--- src/slf_pkg.sv ---
/*
 * slf_pkg: register map, field positions, reset values, state types
 * for the synchronous link frame receiver.
 * Assumes a 200 MHz ref_clk and byte-wide registers on a 32-bit bus.
 */
package slf_pkg;
	// ------------------------------------------------------------
	// bus byte addresses
	// ------------------------------------------------------------
	localparam logic [7:0] A_CMD = 8'h00;
	localparam logic [7:0] A_DATA = 8'h04;
	localparam logic [7:0] A_RXBUF = 8'h08;
	localparam logic [7:0] A_TXBUF = 8'h0C;
	localparam logic [7:0] A_STAT = 8'h10;
	// ------------------------------------------------------------
	// pointer values and command codes
	// ------------------------------------------------------------
	localparam logic [2:0] P_INTMODE = 3'h1;
	localparam logic [2:0] P_VECTOR = 3'h2;
	localparam logic [2:0] P_RXCTRL = 3'h3;
	localparam logic [2:0] P_TXCTRL = 3'h5;
	localparam logic [2:0] P_STADDR = 3'h6;
	localparam logic [2:0] P_FLAG = 3'h7;
	localparam int CMD_CODE_LSB = 3;
	localparam logic [2:0] C_ABORT = 3'h1;
	localparam logic [2:0] C_INTNEXT = 3'h4;
	localparam logic [2:0] C_ERRRST = 3'h6;
	// ------------------------------------------------------------
	// field positions
	// ------------------------------------------------------------
	localparam int IM_SAV = 2;
	localparam int IM_RXM = 3;
	localparam int IM_DMA = 5;
	localparam logic [1:0] RXM_OFF = 2'h0;
	localparam logic [1:0] RXM_FIRST = 2'h1;
	localparam logic [1:0] RXM_EVERY = 2'h2;
	localparam int RC_EN = 0;
	localparam int RC_ADDR = 2;
	localparam int RC_CRC = 3;
	localparam int RC_HUNT = 4;
	localparam int RC_SDLC = 7;
	localparam int TC_CRC = 0;
	localparam int TC_EN = 3;
	localparam int SR_EOF = 7;
	localparam int SR_CRC = 6;
	localparam int SR_OVR = 5;
	localparam logic [2:0] VC_IDLE = 3'h0;
	localparam logic [2:0] VC_RXCHAR = 3'h2;
	localparam logic [2:0] VC_SPECIAL = 3'h3;
	// ------------------------------------------------------------
	// reset values and counts
	// ------------------------------------------------------------
	localparam logic [7:0] FLAG_RST = 8'h7E;
	localparam logic [15:0] CRC_PRESET = 16'hFFFF;
	localparam logic [15:0] CRC_POLY = 16'h1021;
	localparam logic [15:0] CRC_GOOD = 16'h0000;
	localparam logic [4:0] SYNC_CHK_BITS = 5'h10;
	localparam logic [3:0] FLAG_FILL = 4'h8;
	localparam logic [2:0] STUFF_RUN = 3'h5;
	// ------------------------------------------------------------
	// types
	// ------------------------------------------------------------
	typedef enum logic [4:0] {
		RX_HUNT = 5'h01, RX_SYNC1 = 5'h02, RX_SYNC = 5'h04, RX_FRAME = 5'h08, RX_SKIP = 5'h10
	} slf_rx_t;
	typedef enum logic [4:0] {
		TX_MARK = 5'h01, TX_FLAG = 5'h02, TX_DATA = 5'h04, TX_FCS = 5'h08, TX_ABORT = 5'h10
	} slf_tx_t;
	typedef struct packed {
		logic [1:0] rxcS, rxdS, txcS;
		logic rxcPrev, txcPrev, ack;
		logic [31:0] dat;
		logic [2:0] ptr;
		logic [7:0] intMode, vector, rxCtrl, txCtrl, stAddr, flagPat;
		slf_rx_t rxSt;
		logic [7:0] rxWin, rxSh, rxBuf;
		logic [2:0] rxCnt, ones, oOnes;
		logic [3:0] fill;
		logic gotData, rxFull, overrun, crcErr, eof, open, chk, firstArm, firstPend;
		logic [4:0] dly;
		slf_tx_t txSt;
		logic [7:0] txSh, txBuf;
		logic [3:0] txCnt;
		logic [2:0] txOnes;
		logic txFull, abortReq, txd, irq, dma;
		logic [7:0] vec;
	} slf_state_t;
	localparam slf_state_t ST_RST = '{rxSt: RX_HUNT, txSt: TX_MARK, flagPat: FLAG_RST,
		txd: 1'b1, firstArm: 1'b1, default: '0};
endpackage

--- src/slf_crc_if.sv ---
/*
 * slf_crc_if: control and result of one frame check unit.
 * Assumes both sides run on ref_clk.
 */
`timescale 1ns/1ps
`default_nettype none
interface slf_crc_if;
	logic init;
	logic en;
	logic din;
	logic [15:0] crc;
	modport ctl(output init, output en, output din, input crc);
	modport unit(input init, input en, input din, output crc);
endinterface
`default_nettype wire

--- src/slf_crc_unit.sv ---
/*
 * slf_crc_unit: bit-serial 16-bit frame check register.
 * Assumes init and en are single ref_clk pulses from the framer.
 */
`timescale 1ns/1ps
`default_nettype none
module slf_crc_unit
	import slf_pkg::*;
(
	// clock and reset
	input wire logic ref_clk,
	input wire logic rstn,
	// check unit port
	slf_crc_if.unit crcPort
);
	logic [15:0] crc;
	logic [15:0] next_crc;

	always_comb begin
		next_crc = crc;
		if (crcPort.init) begin
			next_crc = CRC_PRESET;
		end else if (crcPort.en) begin
			next_crc = {crc[14:0], 1'b0} ^ ((crcPort.din ^ crc[15]) ? CRC_POLY : 16'h0000);
		end
	end

	always_ff @(posedge ref_clk) begin
		if (!rstn) begin
			crc <= CRC_PRESET;
		end else begin
			crc <= next_crc;
		end
	end

	assign crcPort.crc = crc;
endmodule
`default_nettype wire

--- src/slf_frame_top.sv ---
/*
 * slf_frame_top: synchronous serial channel, character sync receive and
 * bit-oriented framing, with a classic Wishbone register slave.
 * Assumes rxClk, rxSerial and txClk are asynchronous and far slower than ref_clk.
 */
// The Wishbone register port and the placing of the registers are this design's own decisions.
`timescale 1ns/1ps
`default_nettype none
// Functional notes
// - first-char mode interrupts once for first data char; later chars pace DMA.
// - special receive conditions still interrupt while DMA moves data.
// - status-affects-vector acts only on the second channel.
// - hunt declares sync only after two consecutive sync characters.
// - receive errors interrupt the processor so software can retry; a check error in character sync mode sets no interrupt here.
// - bit mode accepts frames of any pattern and length.
// - device sends opening and closing flags and detects them on receive.
// - receiver accepts shared-zero flags; transmitter never emits them.
// - address search compares first 8-bit field with station address.
// - control field passes to processor unaltered as data.
// - frame check generator presets to all ones.
// - receive checker resets on every opening flag.
// - transmitter appends check sequence then closing flag.
// - insert zero after five ones on transmit, delete it on receive.
// - command register selects registers and issues commands; others hold settings.
// - sync modes report check result sixteen bit times after buffer load.
// - zero insertion never applies to flags or aborts.
module slf_frame_top
	import slf_pkg::*;
#(
	parameter bit CHAN_B = 1'b1
) (
	// clock and reset
	input wire logic ref_clk,
	input wire logic rstn,
	// wishbone slave
	input wire logic [7:0] adr_i,
	input wire logic [31:0] dat_i,
	input wire logic [3:0] sel_i,
	input wire logic we_i,
	input wire logic cyc_i,
	input wire logic stb_i,
	output logic [31:0] dat_o,
	output logic ack_o,
	// serial line
	input wire logic rxClk,
	input wire logic rxSerial,
	input wire logic txClk,
	output logic txSerial,
	// processor and dma side
	output logic irqOut,
	output logic dmaReq,
	output logic [7:0] vecOut
);
	slf_state_t s;
	slf_state_t next_s;
	slf_crc_if rxCrc();
	slf_crc_if txCrc();
	logic rInit, rEn, rDin, tInit, tEn, tDin;
	logic rxEdge, txFall, rxBit, eBit, isFlag, abrt, busGo, wr, dlv, addrMiss, go, sdlc;
	logic [7:0] win, byteVal, regRd, stat;
	logic [1:0] rxm;
	logic [2:0] cmd;

	slf_crc_unit uRxCrc(.ref_clk(ref_clk), .rstn(rstn), .crcPort(rxCrc));
	slf_crc_unit uTxCrc(.ref_clk(ref_clk), .rstn(rstn), .crcPort(txCrc));
	assign rxCrc.init = rInit;
	assign rxCrc.en = rEn;
	assign rxCrc.din = rDin;
	assign txCrc.init = tInit;
	assign txCrc.en = tEn;
	assign txCrc.din = tDin;

	// ------------------------------------------------------------
	// next state
	// ------------------------------------------------------------
	always_comb begin
		next_s = s;
		{rInit, rEn, rDin, tInit, tEn, tDin, dlv, addrMiss} = '0;
		byteVal = '0;
		next_s.rxcS = {s.rxcS[0], rxClk};
		next_s.rxdS = {s.rxdS[0], rxSerial};
		next_s.txcS = {s.txcS[0], txClk};
		next_s.rxcPrev = s.rxcS[1];
		next_s.txcPrev = s.txcS[1];
		rxEdge = s.rxcS[1] & ~s.rxcPrev;
		txFall = ~s.txcS[1] & s.txcPrev;
		rxBit = s.rxdS[1];
		eBit = s.rxWin[0];
		win = {rxBit, s.rxWin[7:1]};
		isFlag = (win == s.flagPat);
		abrt = rxBit & (s.ones >= 3'h6);
		sdlc = s.rxCtrl[RC_SDLC];
		rxm = s.intMode[IM_RXM +: 2];
		go = sdlc & s.txCtrl[TC_EN];
		cmd = dat_i[CMD_CODE_LSB +: 3];
		stat = {s.eof, s.crcErr, s.overrun, 5'h00};
		case (s.ptr)
			3'h0: regRd = {5'h00, s.txFull, s.rxSt == RX_SYNC | s.rxSt == RX_FRAME, s.rxFull};
			P_INTMODE: regRd = stat;
			P_VECTOR: regRd = s.vector;
			P_RXCTRL: regRd = s.rxCtrl;
			P_TXCTRL: regRd = s.txCtrl;
			P_STADDR: regRd = s.stAddr;
			P_FLAG: regRd = s.flagPat;
			default: regRd = 8'h00;
		endcase
		// bus slave, one wait state
		busGo = cyc_i & stb_i & ~s.ack;
		wr = busGo & we_i & sel_i[0];
		next_s.ack = busGo;
		if (busGo & ~we_i) begin
			case (adr_i)
				A_CMD: next_s.dat = {29'h0, s.ptr};
				A_DATA: next_s.dat = {24'h0, regRd};
				A_RXBUF: next_s.dat = {24'h0, s.rxBuf};
				A_STAT: next_s.dat = {24'h0, regRd};
				default: next_s.dat = 32'h0000_0000;
			endcase
			if (adr_i == A_RXBUF) begin
				next_s.rxFull = 1'b0;
				next_s.firstPend = 1'b0;
			end
		end
		if (busGo & adr_i == A_DATA) begin
			next_s.ptr = 3'h0;
		end
		if (wr & adr_i == A_CMD) begin
			next_s.ptr = dat_i[2:0];
			case (cmd)
				C_ABORT: next_s.abortReq = 1'b1;
				C_INTNEXT: next_s.firstArm = 1'b1;
				C_ERRRST: {next_s.overrun, next_s.crcErr, next_s.eof} = 3'h0;
				default: ;
			endcase
		end
		if (wr & adr_i == A_DATA) begin
			case (s.ptr)
				P_INTMODE: next_s.intMode = dat_i[7:0];
				P_VECTOR: next_s.vector = dat_i[7:0];
				P_RXCTRL: next_s.rxCtrl = dat_i[7:0] & ~(8'h01 << RC_HUNT);
				P_TXCTRL: next_s.txCtrl = dat_i[7:0];
				P_STADDR: next_s.stAddr = dat_i[7:0];
				P_FLAG: next_s.flagPat = dat_i[7:0];
				default: ;
			endcase
			if (s.ptr == P_RXCTRL & dat_i[RC_HUNT]) begin
				next_s.rxSt = RX_HUNT;
			end
		end
		if (wr & adr_i == A_TXBUF) begin
			next_s.txBuf = dat_i[7:0];
			next_s.txFull = 1'b1;
		end
		// ------------------------------------------------------------
		// receiver
		// ------------------------------------------------------------
		if (s.open) begin
			rInit = 1'b1;
			next_s.open = 1'b0;
			next_s.chk = 1'b0;
			if (s.chk) begin
				next_s.eof = 1'b1;
				if (rxCrc.crc != CRC_GOOD) begin
					next_s.crcErr = 1'b1;
				end
			end
		end
		if (rxEdge & !sdlc & s.dly != 5'h00) begin
			next_s.dly = s.dly - 5'h01;
			if (s.dly == 5'h01) begin
				next_s.crcErr = (rxCrc.crc != CRC_GOOD);
			end
		end
		if (!s.rxCtrl[RC_EN]) begin
			next_s.rxSt = RX_HUNT;
		end else if (rxEdge) begin
			next_s.rxWin = win;
			next_s.ones = rxBit ? ((s.ones == 3'h7) ? 3'h7 : s.ones + 3'h1) : 3'h0;
			if (sdlc) begin
				if (s.rxSt == RX_FRAME) begin
					if (s.fill != 4'h0) begin
						next_s.fill = s.fill - 4'h1;
					end else if (s.oOnes == STUFF_RUN & !eBit) begin
						next_s.oOnes = 3'h0;
					end else begin
						next_s.oOnes = eBit ? ((s.oOnes == 3'h7) ? 3'h7 : s.oOnes + 3'h1) : 3'h0;
						rEn = 1'b1;
						rDin = eBit;
						next_s.rxSh = {eBit, s.rxSh[7:1]};
						next_s.rxCnt = s.rxCnt + 3'h1;
						if (s.rxCnt == 3'h7) begin
							byteVal = {eBit, s.rxSh[7:1]};
							addrMiss = !s.gotData & s.rxCtrl[RC_ADDR] & byteVal != s.stAddr;
							dlv = !addrMiss;
							next_s.gotData = 1'b1;
							if (addrMiss) begin
								next_s.rxSt = RX_SKIP;
							end
						end
					end
				end
				if (abrt & s.rxSt == RX_FRAME) begin
					next_s.rxSt = RX_HUNT;
				end else if (isFlag & s.rxSt != RX_SYNC1 & s.rxSt != RX_SYNC) begin
					next_s.chk = (s.rxSt == RX_FRAME) & (s.gotData | dlv);
					next_s.open = 1'b1;
					next_s.rxSt = RX_FRAME;
					next_s.fill = FLAG_FILL;
					next_s.rxCnt = 3'h0;
					next_s.oOnes = 3'h0;
					next_s.gotData = 1'b0;
				end else if (s.rxSt == RX_SYNC1 | s.rxSt == RX_SYNC) begin
					next_s.rxSt = RX_HUNT;
				end
			end else begin
				case (s.rxSt)
					RX_HUNT: begin
						if (win == s.stAddr) begin
							next_s.rxSt = RX_SYNC1;
							next_s.rxCnt = 3'h0;
						end
					end
					RX_SYNC1: begin
						next_s.rxCnt = s.rxCnt + 3'h1;
						if (s.rxCnt == 3'h7) begin
							next_s.rxSt = (win == s.flagPat) ? RX_SYNC : RX_HUNT;
							next_s.gotData = 1'b0;
						end
					end
					RX_SYNC: begin
						next_s.rxSh = win;
						next_s.rxCnt = s.rxCnt + 3'h1;
						rEn = s.rxCtrl[RC_CRC];
						rDin = rxBit;
						if (s.rxCnt == 3'h7) begin
							byteVal = win;
							dlv = s.gotData | (win != s.stAddr & win != s.flagPat);
							next_s.gotData = s.gotData | dlv;
							if (dlv) begin
								next_s.dly = SYNC_CHK_BITS;
							end
						end
					end
					default: next_s.rxSt = RX_HUNT;
				endcase
			end
		end
		if (dlv) begin
			if (next_s.rxFull) begin
				next_s.overrun = 1'b1;
			end
			next_s.rxBuf = byteVal;
			next_s.rxFull = 1'b1;
			if (rxm == RXM_FIRST & s.firstArm) begin
				next_s.firstPend = 1'b1;
				next_s.firstArm = 1'b0;
			end
		end
		// ------------------------------------------------------------
		// transmitter
		// ------------------------------------------------------------
		if (!go) begin
			next_s.txSt = TX_MARK;
			next_s.txd = 1'b1;
		end else if (txFall) begin
			next_s.txCnt = s.txCnt + 4'h1;
			case (s.txSt)
				TX_MARK: begin
					next_s.txSt = TX_FLAG;
					next_s.txSh = s.flagPat;
					next_s.txCnt = 4'h0;
				end
				TX_FLAG, TX_ABORT: begin
					next_s.txd = (s.txSt == TX_ABORT) | s.txSh[0];
					next_s.txSh = {1'b0, s.txSh[7:1]};
					if (s.txCnt == ((s.txSt == TX_ABORT) ? 4'h6 : 4'h7)) begin
						next_s.txCnt = 4'h0;
						next_s.txOnes = 3'h0;
						next_s.txSh = s.flagPat;
						next_s.txSt = TX_FLAG;
						if (s.txFull & s.txSt == TX_FLAG) begin
							tInit = 1'b1;
							next_s.txSt = TX_DATA;
							next_s.txSh = s.txBuf;
							next_s.txFull = 1'b0;
						end
					end
				end
				TX_DATA, TX_FCS: begin
					if (s.txOnes == STUFF_RUN) begin
						next_s.txd = 1'b0;
						next_s.txOnes = 3'h0;
						next_s.txCnt = s.txCnt;
					end else begin
						next_s.txd = (s.txSt == TX_DATA) ? s.txSh[0] : txCrc.crc[15];
						tEn = 1'b1;
						tDin = next_s.txd;
						next_s.txOnes = next_s.txd ? s.txOnes + 3'h1 : 3'h0;
						next_s.txSh = {1'b0, s.txSh[7:1]};
						if (s.txSt == TX_DATA & s.txCnt == 4'h7) begin
							next_s.txCnt = 4'h0;
							if (s.txFull) begin
								next_s.txSh = s.txBuf;
								next_s.txFull = 1'b0;
							end else begin
								next_s.txSt = s.txCtrl[TC_CRC] ? TX_FCS : TX_FLAG;
								next_s.txSh = s.flagPat;
							end
						end else if (s.txSt == TX_FCS & s.txCnt == 4'hF) begin
							next_s.txCnt = 4'h0;
							next_s.txSt = TX_FLAG;
							next_s.txSh = s.flagPat;
						end
					end
				end
				default: next_s.txSt = TX_MARK;
			endcase
			if (s.abortReq & s.txSt != TX_MARK & s.txSt != TX_ABORT &
				(s.txSt != TX_FLAG | s.txCnt == 4'h0)) begin
				next_s.txSt = TX_ABORT;
				next_s.txd = 1'b1;
				next_s.txCnt = 4'h0;
				next_s.txFull = 1'b0;
				next_s.abortReq = 1'b0;
			end
		end
		// ------------------------------------------------------------
		// processor and dma pacing
		// ------------------------------------------------------------
		// special conditions interrupt
		next_s.irq = (next_s.intMode[IM_RXM +: 2] != RXM_OFF) & (next_s.firstPend |
			next_s.overrun | next_s.eof |
			(next_s.intMode[IM_RXM +: 2] == RXM_EVERY & next_s.rxFull));
		next_s.dma = next_s.intMode[IM_DMA] & next_s.rxFull & ~next_s.firstPend;
		next_s.vec = next_s.vector;
		if (CHAN_B & next_s.intMode[IM_SAV]) begin
			next_s.vec[3:1] = (next_s.overrun | next_s.eof) ? VC_SPECIAL :
				(next_s.rxFull ? VC_RXCHAR : VC_IDLE);
		end
	end

	always_ff @(posedge ref_clk) begin
		if (!rstn) begin
			s <= ST_RST;
		end else begin
			s <= next_s;
		end
	end

	assign dat_o = s.dat;
	assign ack_o = s.ack;
	assign txSerial = s.txd;
	assign irqOut = s.irq;
	assign dmaReq = s.dma;
	assign vecOut = s.vec;
endmodule
`default_nettype wire

--- config.mk ---
export PLATFORM = sky130hd
export DESIGN_NAME = slf_frame_top
export DESIGN_NICKNAME = d
export VERILOG_FILES = /design/src/slf_pkg.sv /design/src/slf_crc_if.sv /design/src/slf_crc_unit.sv /design/src/slf_frame_top.sv
export SDC_FILE = /design/constraint.sdc
export NUM_CORES = 1
export LEC_CHECK = 0
export BUFFER_PORTS_ARGS = -buffer_cell sky130_fd_sc_hd__buf_2
export CAP_MARGIN = 5
export CORE_MARGIN = 3
export CORE_UTILIZATION = 45
export CTS_CLUSTER_DIAMETER = 40
export CTS_CLUSTER_SIZE = 40
export DETAILED_ROUTE_END_ITERATION = 10
export PLACE_DENSITY_LB_ADDON = 0.2
export SLEW_MARGIN = 25
export SYNTH_ARGS = -nofsm -noshare
export SYNTH_HDL_FRONTEND = slang
export SYNTH_SLANG_ARGS = --single-unit
--- constraint.sdc ---
create_clock -name ref_clk -period 3.2 [get_ports ref_clk]
set_input_delay 0.16 -clock ref_clk [delete_from_list [all_inputs] [get_ports ref_clk]]
set_output_delay 0.16 -clock ref_clk [all_outputs]
set_load 0.02 [all_outputs]
==> results.json <==
{
  "yosysTopAreaCellShare": 0.393,
  "fin_hold_ws_ns": 0.0491,
  "start_util": 0.463,
  "register_area_mm2": 0.00372,
  "status": "complete, no violations",
  "numCtsBuffers": 17,
  "cp_num_cells": 6,
  "cts_sinks": 186,
  "synth_mux_area_frac": 0.0822,
  "slew_violations": 0,
  "drt_first_iter_violations": 605,
  "root_buffer": "clkbuf_16",
  "rsz0062_at_grt": "no",
  "cts_tree": "yes",
  "critical_path_class": "reg2reg",
  "critPathArrivalTime_ns": 3.09,
  "synth_top_family_by_area": "simple AND/OR/NAND/NOR gates",
  "yosysWarnings": 0,
  "rows": 52,
  "path_delay_family": "simple AND/OR/NAND/NOR gates",
  "critical_path_buf_inv_count": 0,
  "port-buffer-count": 44,
  "crit_path_end_kind": "register",
  "timing.fmax_mhz": 367,
  "path_max_fanout": 9,
  "grt_pass1_vias": 7540,
  "drive_above_1_share": 0.111,
  "hold_path_class": "in2reg",
  "ir_drop_mv": 0.377,
  "place_hpwl_um": 17700,
  "ioPinCount": 96,
  "grtUsageTotal": 0.223,
  "h-tree-depth": 4,
  "critPathSlowestCell": "nor3_1",
  "syn_inst": 1160,
  "synth-simple-area-share": 0.247,
  "gp_congestion": 0.892,
  "die-area_mm2": 0.0228,
  "skew_ns": 0.0170,
  "cp_data_required_time_ns": 3.57,
  "yosysTopAreaCell": "dfxtp_1",
  "grt_overflow": 0,
  "critical_path.cell_chain": "nor3_1 > nand3_1 > a211oi_1 > o21ai_0 > or4_1 > a21oi_1",
  "drv_cap": 0,
  "diodes": 0,
  "critPathLaunch": "s[38]",
  "synth.most_common_cell": "dfxtp_1",
  "synth_cell_type_count": 79,
  "seq_area_frac_synth": 0.393,
  "cts_setup_buffers": 0,
  "worst_pin_slew_ns": 0.994,
  "wl_per_cell_um": 17.2,
  "setup_viol": 0,
  "antenna_found_initial": 0,
  "finalNetCount": 1237,
  "grt_pass1_wl_um": 40200,
  "die_w_um": 151,
  "drtPass1Iterations": 8,
  "grt_max_degree": 95,
  "cpPeakStageDelay_ns": 0.63,
  "multi_input_comb_area_mm2": 0.00519,
  "timing.rr.start": "s[38]",
  "fillers": 1992,
  "ys_top_cells_by_count": "dfxtp_1, nand2_1, nor2_1",
  "period_share": 0.851,
  "area_growth_pct": 10.4,
  "cts.clk_slew.worst_paths_ns": 0.08,
  "p_leak_nw": 4.22,
  "tns_ns": 0,
  "synth-compound-area-share": 0.156,
  "fp.coreArea_mm2": 0.0205,
  "r2r_cells": 6,
  "start_kind": "register",
  "vias": 8271,
  "power.density_mw_per_mm2": 451,
  "async_flop_share": 0,
  "synthXorXnorAreaFrac": 0.0333,
  "synth-edff-count": 0,
  "avgSynthCellArea_um2": 8.17,
  "ctsResizeCount": 0,
  "post-route-util": 0.511,
  "hold_depth": 3,
  "clk_latency_ns": 0.44,
  "period_needed_ns": 2.72,
  "wl_um": 25000,
  "die_h_um": 151,
  "synth_adder_area_share": 0.0182,
  "ys_ff_latch": 186,
  "hold_viol": 0,
  "drc": 0,
  "cts_hold_buffers": 3,
  "slew_headroom": 0.336,
  "netlist_top_cells_area": "dfxtp_1, nand2_1, mux2i_1",
  "syn_area_mm2": 0.00948,
  "yosys_most_used_dff": "dfxtp_1",
  "drtAntennaViolNets": 0,
  "via_per_inst": 5.68,
  "ctsLongestPathBuffers": 2,
  "hold_start": "cyc_i"
}
-- per-stage QoR --
| step | power [mW] | setup slack [ns] | instances | instance area (um^2) |
|---|---|---|---|---|
| 2_1_floorplan | 2.49 | 0.717 | 1183 | 9570 |
| 3_3_place_gp | 2.51 | 0.523 | 1420 | 9800 |
| 3_5_place_dp | 2.51 | 0.546 | 1420 | 9810 |
| 4_1_cts | 4.77 | 0.518 | 1455 | 10500 |
| 5_1_grt | 4.89 | 0.372 | 1455 | 10500 |
| 6_report | 4.72 | 0.478 | 1455 | 10500 |
-- flip-flops by register name, indices dropped and copies added, names as in the netlist --
register and flops:
next_s 5, dmaReq 1, irqOut 1, dat_o 8, rxm 2, vecOut 3, uRxCrc.crcPort.crc 16, txSerial 1
eBit 1, ack_o 1, s 130, uTxCrc.crcPort.crc 16, rxBit 1
-- final timing paths --
kind                  to  slack, ns
min                ack_o       0.05
max                s[15]       0.48
max reg2reg        s[15]       0.48
min reg2reg  next_s[182]       0.44
-- power by group --
part,switching [mW],total [mW],internal (mW),leakage [nW]
combinational,0.107,0.141,0.0346,2.41
sequential,0.00315,2.32,2.32,1.50
clock,0.992,2.26,1.27,0.305
-- placed cells by master (no fill, tap or decap), types with 23 or more instances in the layout --
| cell type | n |
|---|---|
| a211oi_1 | 26 |
| nand3_1 | 52 |
| dfxtp_1 | 186 |
| inv_1 | 23 |
| o21ai_0 | 26 |
| buf_4 | 30 |
| a21oi_1 | 62 |
| xor2_1 | 27 |
| nand2_1 | 172 |
| nor2_1 | 142 |
| mux2i_1 | 61 |
| buf_2 | 44 |
| conb_1 | 24 |
-- cell type report --
cell class,count,share of cell area
Clock buffer,18,0.0410
Clock inverter,14,0.0191
Inverter,24,0.00872
Multi-Input combinational cell,865,0.496
Sequential cell,186,0.356
Tap cell,270,0.0323
Timing Repair Buffer,78,0.0473
-- tightest hold or removal path, cell delays in order --
cell and delay [ns]:
buf_2 0.10, nand3b_1 0.13, nor2_1 0.05
-- logic make-up (layout without fill, tap and decap cells) --
group	Yosys count	in the layout
muxes	72	72
adders and majority gates	14	14
other	1	24
buffers and inverters	132	134
xor gates and xnor gates	36	36
AOI/OAI and AO/OA	218	218
and+or+nand+nor	501	501
DFF	186	186
-- routing by layer --
metal	wire, um	vias to the layer above	track usage	share of wire
met5	0	-	0	0
met4	402	0	0.0598	0.016
met3	1430	37	0.0389	0.057
met2	11400	243	0.348	0.46
met1	11700	3939	0.318	0.47
li1	-	4052	-	-
(Power assumes the default switching activity.)
